## src/include/liu_regs_pkg.sv

```systemverilog
// register map constants for the attenuator, global interrupt and pattern error counter bank
// assumes an 8-bit register port with a 6-bit register address decoded by the serial control engine
package liu_regs_pkg;

  // ***********************************
  // widths
  // ***********************************
  localparam int ADDR_W = 6;
  localparam int DATA_W = 8;
  localparam int CNT_W  = 16;

  // ***********************************
  // register offsets
  // ***********************************
  localparam logic [ADDR_W-1:0] ADDR_JITTER_CONFIG   = 6'h07;
  localparam logic [ADDR_W-1:0] ADDR_IRQ_ENABLE      = 6'h20;
  localparam logic [ADDR_W-1:0] ADDR_IRQ_PENDING     = 6'h21;
  localparam logic [ADDR_W-1:0] ADDR_ERR_COUNT_HIGH  = 6'h30;
  localparam logic [ADDR_W-1:0] ADDR_ERR_COUNT_LOW   = 6'h31;
  localparam logic [ADDR_W-1:0] ADDR_ERR_COUNT_HOLD  = 6'h38;

  // ***********************************
  // field positions
  // ***********************************
  localparam int BIT_JITTER_MODE_LOW   = 0;
  localparam int BIT_JITTER_PATH       = 1;
  localparam int BIT_JITTER_MODE_HIGH  = 2;
  localparam int BIT_JITTER_PTR_CLEAR  = 3;
  localparam int BIT_GLOBAL_IRQ_EN     = 0;
  localparam int BIT_GLOBAL_IRQ_PEND   = 0;

  // ***********************************
  // reset values and masks
  // ***********************************
  localparam logic [DATA_W-1:0] RST_JITTER_CONFIG = 8'h00;
  localparam logic [DATA_W-1:0] MASK_JITTER_CONFIG = 8'h0f;
  localparam logic              RST_IRQ_ENABLE    = 1'b0;
  localparam logic [DATA_W-1:0] READ_ZERO         = 8'h00;
  localparam logic [CNT_W-1:0]  RST_ERR_COUNT     = 16'h0000;

endpackage

```

## src/hw/liu_jitter_irq_error_count_regs.sv

```systemverilog
// register bank: attenuator setup, global interrupt enable/pending, pattern error counter
// assumes the serial control engine presents one-cycle read/write strobes with address and data
// on i_clk_sys; read data is valid the cycle after the read strobe
`timescale 1ns/1ps
module liu_jitter_irq_error_count_regs #(
  parameter int CNT_W = liu_regs_pkg::CNT_W
) (
  input  wire logic                              i_clk_sys,
  input  wire logic                              i_rst,
  input  wire logic [liu_regs_pkg::ADDR_W-1:0]   i_reg_addr,
  input  wire logic                              i_reg_wr,
  input  wire logic                              i_reg_rd,
  input  wire logic [liu_regs_pkg::DATA_W-1:0]   i_reg_wdata,
  input  wire logic                              i_pattern_test_enable,
  input  wire logic                              i_pattern_bit_error,
  input  wire logic                              i_irq_source_any,
  output logic      [liu_regs_pkg::DATA_W-1:0]   o_reg_rdata,
  output logic                                   o_jitter_enable,
  output logic                                   o_jitter_fifo_deep,
  output logic                                   o_jitter_path_select,
  output logic                                   o_jitter_fifo_pointer_clear,
  output logic                                   o_irq
);

  localparam int DW = liu_regs_pkg::DATA_W;

  // ***********************************
  // address decode
  // ***********************************
  function automatic logic hit(input logic [liu_regs_pkg::ADDR_W-1:0] a,
                               input logic [liu_regs_pkg::ADDR_W-1:0] ref_a);
    hit = (a == ref_a);
  endfunction

  wire sel_cfg  = hit(i_reg_addr, liu_regs_pkg::ADDR_JITTER_CONFIG);
  wire sel_en   = hit(i_reg_addr, liu_regs_pkg::ADDR_IRQ_ENABLE);
  wire sel_pend = hit(i_reg_addr, liu_regs_pkg::ADDR_IRQ_PENDING);
  wire sel_hi   = hit(i_reg_addr, liu_regs_pkg::ADDR_ERR_COUNT_HIGH);
  wire sel_lo   = hit(i_reg_addr, liu_regs_pkg::ADDR_ERR_COUNT_LOW);
  wire sel_hold = hit(i_reg_addr, liu_regs_pkg::ADDR_ERR_COUNT_HOLD);

  wire wr_cfg  = i_reg_wr && sel_cfg;
  wire wr_en   = i_reg_wr && sel_en;
  wire rd_hi   = i_reg_rd && sel_hi;
  wire rd_lo   = i_reg_rd && sel_lo;
  wire rd_cnt  = rd_hi || rd_lo;

  // ***********************************
  // configuration and enable registers
  // ***********************************
  logic [DW-1:0] cfg_q;
  logic [DW-1:0] cfg_d;
  logic          irq_en_q;
  logic          irq_en_d;
  logic          pend_q;

  // only defined config bits store; all other writes fall through
  assign cfg_d    = wr_cfg ? (i_reg_wdata & liu_regs_pkg::MASK_JITTER_CONFIG) : cfg_q;
  assign irq_en_d = wr_en ? i_reg_wdata[liu_regs_pkg::BIT_GLOBAL_IRQ_EN] : irq_en_q;

  wire mode_low  = cfg_d[liu_regs_pkg::BIT_JITTER_MODE_LOW];
  wire mode_high = cfg_d[liu_regs_pkg::BIT_JITTER_MODE_HIGH];
  wire ja_on_d   = !mode_low;
  wire ja_deep_d = !mode_low && mode_high;

  always_ff @(posedge i_clk_sys or posedge i_rst) begin
    if (i_rst) begin
      cfg_q    <= liu_regs_pkg::RST_JITTER_CONFIG;
      irq_en_q <= liu_regs_pkg::RST_IRQ_ENABLE;
    end else begin
      cfg_q    <= cfg_d;
      irq_en_q <= irq_en_d;
    end
  end

  // outputs follow the next value so they line up with the stored register
  always_ff @(posedge i_clk_sys or posedge i_rst) begin
    if (i_rst) begin
      // reset levels derived from the config reset value so the two never disagree
      o_jitter_enable             <= !liu_regs_pkg::RST_JITTER_CONFIG[liu_regs_pkg::BIT_JITTER_MODE_LOW];
      o_jitter_fifo_deep          <= liu_regs_pkg::RST_JITTER_CONFIG[liu_regs_pkg::BIT_JITTER_MODE_HIGH] &&
                                     !liu_regs_pkg::RST_JITTER_CONFIG[liu_regs_pkg::BIT_JITTER_MODE_LOW];
      o_jitter_path_select        <= liu_regs_pkg::RST_JITTER_CONFIG[liu_regs_pkg::BIT_JITTER_PATH];
      o_jitter_fifo_pointer_clear <= liu_regs_pkg::RST_JITTER_CONFIG[liu_regs_pkg::BIT_JITTER_PTR_CLEAR];
    end else begin
      o_jitter_enable             <= ja_on_d;
      o_jitter_fifo_deep          <= ja_deep_d;
      o_jitter_path_select        <= cfg_d[liu_regs_pkg::BIT_JITTER_PATH];
      o_jitter_fifo_pointer_clear <= cfg_d[liu_regs_pkg::BIT_JITTER_PTR_CLEAR];
    end
  end

  // ***********************************
  // global interrupt
  // ***********************************
  // pending shows service need even when masked, so software can poll
  always_ff @(posedge i_clk_sys or posedge i_rst) begin
    if (i_rst) begin
      pend_q <= 1'b0;
      o_irq  <= 1'b0;
    end else begin
      pend_q <= i_irq_source_any;
      o_irq  <= i_irq_source_any && irq_en_d;
    end
  end

  // ***********************************
  // pattern error counter
  // ***********************************
  logic [CNT_W-1:0] count;
  logic [DW-1:0]    hold_q;
  logic [DW-1:0]    hold_d;
  wire              cnt_inc = i_pattern_test_enable && i_pattern_bit_error;
  wire [DW-1:0]     cnt_hi  = count[CNT_W-1 -: DW];
  wire [DW-1:0]     cnt_lo  = count[DW-1:0];

  sat_error_counter #(
    .WIDTH (CNT_W)
  ) u_err_cnt (
    .i_clk_sys (i_clk_sys),
    .i_rst     (i_rst),
    .i_inc     (cnt_inc),
    .i_clear   (rd_cnt),
    .o_count   (count)
  );

  // the unread byte is kept so the two halves form one snapshot
  assign hold_d = rd_hi ? cnt_lo : (rd_lo ? cnt_hi : hold_q);

  always_ff @(posedge i_clk_sys or posedge i_rst) begin
    if (i_rst) begin
      hold_q <= liu_regs_pkg::READ_ZERO;
    end else begin
      hold_q <= hold_d;
    end
  end

  // ***********************************
  // read data
  // ***********************************
  wire [DW-1:0] cfg_rd  = cfg_q;
  wire [DW-1:0] en_rd   = {{(DW-1){1'b0}}, irq_en_q};
  wire [DW-1:0] pend_rd = {{(DW-1){1'b0}}, pend_q};
  // unmatched addresses, reserved ones included, read as zero
  wire [DW-1:0] rdata_d = sel_cfg  ? cfg_rd  :
                          sel_en   ? en_rd   :
                          sel_pend ? pend_rd :
                          sel_hi   ? cnt_hi  :
                          sel_lo   ? cnt_lo  :
                          sel_hold ? hold_q  :
                          liu_regs_pkg::READ_ZERO;

  always_ff @(posedge i_clk_sys or posedge i_rst) begin
    if (i_rst) begin
      o_reg_rdata <= liu_regs_pkg::READ_ZERO;
    end else if (i_reg_rd) begin
      o_reg_rdata <= rdata_d;
    end
  end

  wire             known_addr = sel_cfg || sel_en || sel_pend || sel_hi || sel_lo || sel_hold;
  wire [CNT_W-1:0] cnt_max    = '1;
endmodule

```

## src/hw/sat_error_counter.sv

```systemverilog
// saturating event counter with a synchronous clear
// assumes increment and clear come from logic on the same clock
`timescale 1ns/1ps
module sat_error_counter #(
  parameter int WIDTH = 16
) (
  input  wire logic             i_clk_sys,
  input  wire logic             i_rst,
  input  wire logic             i_inc,
  input  wire logic             i_clear,
  output logic [WIDTH-1:0]      o_count
);

  // ***********************************
  // count logic
  // ***********************************
  logic [WIDTH-1:0] count_q;
  logic [WIDTH-1:0] count_d;
  wire              at_max = &count_q;
  wire [WIDTH-1:0]  one    = {{(WIDTH-1){1'b0}}, 1'b1};

  // an error in the clearing cycle still counts: the count restarts at one
  assign count_d = i_clear ? (i_inc ? one : '0) :
                   (i_inc && !at_max) ? count_q + one : count_q;

  always_ff @(posedge i_clk_sys or posedge i_rst) begin
    if (i_rst) begin
      count_q <= '0;
    end else begin
      count_q <= count_d;
    end
  end

  assign o_count = count_q;

endmodule

```

## config.mk

```make
export PLATFORM = sky130hd
export DESIGN_NAME = liu_jitter_irq_error_count_regs
export DESIGN_NICKNAME = d
export VERILOG_FILES = /design/src/include/liu_regs_pkg.sv /design/src/hw/liu_jitter_irq_error_count_regs.sv /design/src/hw/sat_error_counter.sv
export SDC_FILE = /design/constraint.sdc
export NUM_CORES = 1
export LEC_CHECK = 0
export BUFFER_PORTS_ARGS = -buffer_cell sky130_fd_sc_hd__clkbuf_2
export CAP_MARGIN = 20
export CORE_MARGIN = 1
export CORE_UTILIZATION = 55
export DETAILED_ROUTE_END_ITERATION = 10
export PLACE_DENSITY = 0.77
export SYNTH_ARGS = -nofsm -noshare
export SYNTH_HDL_FRONTEND = slang
export SYNTH_HIERARCHICAL = 1
export SYNTH_SLANG_ARGS = --single-unit
```

## constraint.sdc

```tcl
create_clock -name i_clk_sys -period 1.9 [get_ports i_clk_sys]
set_input_delay 0.19 -clock i_clk_sys [delete_from_list [all_inputs] [get_ports i_clk_sys]]
set_output_delay 0.19 -clock i_clk_sys [all_outputs]
set_load 0.1 [all_outputs]
```

==> summary.md <==
| Metric | Value |
|---|---|
| Largest area contributor in the netlist | `dfrtp_1` |
| Fin Setup TNS | `0 ns` |
| Total global routing overflow | `0` |
| Number of DRC markers in iteration 0 | `242` |
| Root Buffer | `clkbuf_8` |
| Starting Density | `0.573` |
| Tot Pwr | `2.19 mW` |
| Final setup viols | `0` |
| Multiplexer share of the synthesized area | `0.0493` |
| CTS tree | `done` |
| Final hold viol count | `0` |
| Most frequent cells in the layout | `40 x dfrtp_1, 29 x clkbuf_2, 20 x buf_4, 12 x o22ai_1` |
| Top cells by area, synth | `dfrtp_1 43%, o22ai_1 3.3%, a2bb2oi_1 3.0%` |
| Die width | `66.8 microns` |
| Routed WL | `5.29 mm` |
| Critical path buffers and inverters | `0` |
| VDD IR-drop max | `0.387 mV` |
| FILL cells | `311` |
| Post-synthesis xor/xnor area fraction | `0` |
| Gpl congestion | `0.817` |
| # rows | `23` |
| TritonCTS Sinks | `41` |
| Worst Path Arrival | `1.96 ns` |
| Clk slew on worst S/H paths | `0.08 ns` |
| Post-synthesis sequential area ratio | `0.445` |
| Post-placement setup slack | `0.106 ns` |
| Power share of the clock group | `0.279` |
| Syn avg cell area | `10.8 sq um` |
| Main combinational cell family by area after synthesis | `simple AND/OR/NAND/NOR gates` |
| Synth top area share | `0.434` |
| Area grow syn2layout | `18.1%` |
| H-tree levels | `2` |
| Vias in the first global route | `1746` |
| Area of the mapped netlist | `2310 sq um` |
| Synthesis warning total | `6` |
| Layout cells sized above 1 | `0.303` |
| Max frequency | `566 MHz` |
| RSZ-0062 raised after global routing | `false` |
| Setup ws final | `0.133 ns` |
| Number of synthesized flops with an enable pin | `0` |
| Post-synth top flop | `dfrtp_1` |
| Number of port buffers | `29` |
| Critical path launch point type | `register` |
| Diodes inserted | `0` |
| Vert. Die Dim | `66.8 microns` |
| Vias per cell | `6.26` |
| Synth async-reset ratio | `1.00` |
| Switch share | `0.332` |
| CTS Buf Count | `5` |
| Worst Clk Skew | `0.00780 ns` |
| Internal power | `1.46 mW` |
| Post-cts repair resize count | `0` |
| Required time at the endpoint of the critical path | `2.09 ns` |
| Via count | `1966` |
| Post-route DRC | `0` |
| Critical Path Slowest Stage Cell | `dfrtp_1` |
| HPWL after DPL | `3.77 mm` |
| WL/cell | `16.9 microns` |
| Initial antenna violation count | `0` |
| WS Path Type | `reg -> reg` |
| Critical Path Fanout Max | `6` |
| Synth Area in Simple Gates | `0.262` |
| Post-synthesis instance total | `213` |
| Syn Nets | `235` |
| First-pass GRT wire length | `8.61 mm` |
| Most common cell after layout, fill and taps aside | `dfrtp_1` |
| DR pass1 iterations | `6` |
| Max cap viols | `0` |
| Slew headroom | `0.584` |
| Period utilisation layout | `0.930` |
| Critical Path End Type | `register` |
| Synth Register Bits | `41` |
| Final Slew Violations | `0` |
| Switch Pwr | `0.725 mW` |
| Worst Max-Slew Pin Slew | `0.623 ns` |
| LEAKAGE | `1.20 nW` |
| Post-Synth Adder-Cell Area | `0.00542` |
| I/O Pins | `34` |
| CP delay by family, top | `simple AND/OR/NAND/NOR gates` |
| DIE AREA | `4460 sq um` |
| CP max stage delay | `0.44 ns` |
| Synth cell types | `56` |
| Hold Crit Class | `in -> reg` |
| Logic pwr share | `0.227` |
| Layout Nets | `285` |
| Antenna-violating nets left | `0` |
| Largest net degree at the start of global routing | `26` |
| Status | `finished clean` |
| Tmin final | `1.77 ns` |
| CTS max path bufs | `2` |
| Clk Latency, worst-skew pair | `0.30 ns` |
| Pwr Density | `802 nW/um^2` |
| Flop pwr share | `0.494` |
| Worst path cell trace | `ha_1, nand2_1, nor3_1, nor4_1, mux2_2` |
| Complex-gate fraction of the synthesized area | `0.201` |
| GRT Total Usage | `0.260` |
| Hold WS | `0.0655 ns` |
| Core area | `4030 sq um` |
-- cell families (layout without fill, tap and decap cells) --
kind of cell | after synthesis | after routing
adders and majority gates | 1 | 1
DFF | 41 | 41
and+or+nand+nor | 84 | 84
muxes | 10 | 10
AOI/OAI and AO/OA | 60 | 60
buffers and inverters | 17 | 68
-- worst paths after layout --
| kind | from | end | slack, ns | cells after the start |
|---|---|---|---|---|
| setup reg to reg | u_err_cnt/o_count[1] | u_err_cnt/o_count[14] | 0.13 | 5 |
| min in group asynchronous | i_rst | irq_en_q | 0.48 | 4 |
| hold / removal | i_reg_wdata[0] | o_jitter_enable | 0.07 | 2 |
| max in group asynchronous | i_rst | u_err_cnt/o_count[5] | 0.98 | 3 |
| setup / recovery | u_err_cnt/o_count[1] | u_err_cnt/o_count[14] | 0.13 | 5 |
| hold reg to reg | cfg_q[0] | o_jitter_enable | 0.47 | 1 |
-- cells in the mapped netlist, types with 2 or more instances --
library cell	count
a221oi_1	2
a31oi_1	3
nand2b_1	5
buf_4	2
nor4b_2	3
and2_1	2
o221ai_1	2
mux2_1	6
nor2b_1	2
nand3_1	8
nand2_1	9
or4_1	3
clkbuf_1	3
dfrtp_1	40
nor4_1	2
inv_1	9
nor3_2	2
nand4_1	6
a2bb2oi_1	8
mux2i_1	2
nor2_1	11
and3_1	4
o21ai_0	6
o31ai_1	4
or3_1	4
o22ai_1	12
buf_6	2
nand4_4	2
or3_2	2
nor3_1	6
a21oi_1	11
a222oi_1	6
-- routing by layer --
layer	up-vias	track usage	wire length (microns)
li1	948	-	-
met1	964	0.370	2560
met2	46	0.394	2460
met3	8	0.0514	198
met4	0	0.0798	77
met5	-	0	0
-- sequential cells by signal, summed over array words and instances, names as in the netlist --
register,cells
o_jitter_enable,1
hold_q,8
pend_q,1
cfg_q,4
irq_en_q,1
o_irq,1
o_reg_rdata,8
o_jitter_fifo_deep,1
u_err_cnt/o_count,16
-- per-stage QoR --
step,instances,utilization,instance area (sq um)
finish,314,0.677,2730
global route,314,0.677,2730
CTS,313,0.674,2720
detailed placement,304,0.648,2610
global placement,304,0.648,2610
floorplan,213,-,2310
-- power by group through the flow --
stage | clock network [mW] | logic (mW) | registers [mW]
4_1_cts | 0.615 | 0.496 | 1.08
3_5_place_dp | 0 | 0.493 | 1.10
6_report | 0.610 | 0.497 | 1.08
2_1_floorplan | 0 | 0.190 | 1.23
3_3_place_gp | 0 | 0.484 | 1.09
5_1_grt | 0.660 | 0.540 | 1.10
-- worst register-to-register path: cells and delay by family, from the launching register on --
kind / cells / cell delay [ns]
and+or+nand+nor: 3 / 0.58
adders and majority gates: 1 / 0.28
muxes: 1 / 0.37
DFF: 1 / 0.44
-- area by class of cell --
cell class	instances	area, sq um	share of cell area
clock buffer	7	86.3	0.0317
sequential	41	1030	0.377
tap	50	62.6	0.0229
inverter	9	33.8	0.0124
multi-input combinational	155	1190	0.438
clock inverter	1	7.51	0.00275
timing repair buffer	51	315	0.116
-- what timing repair did --
item                                   in CTS  in global routing
buffers inserted                            0                  0
hold buffers                                1                  1
endpoints found under the hold margin      40                  1
(Power assumes the default switching activity.)
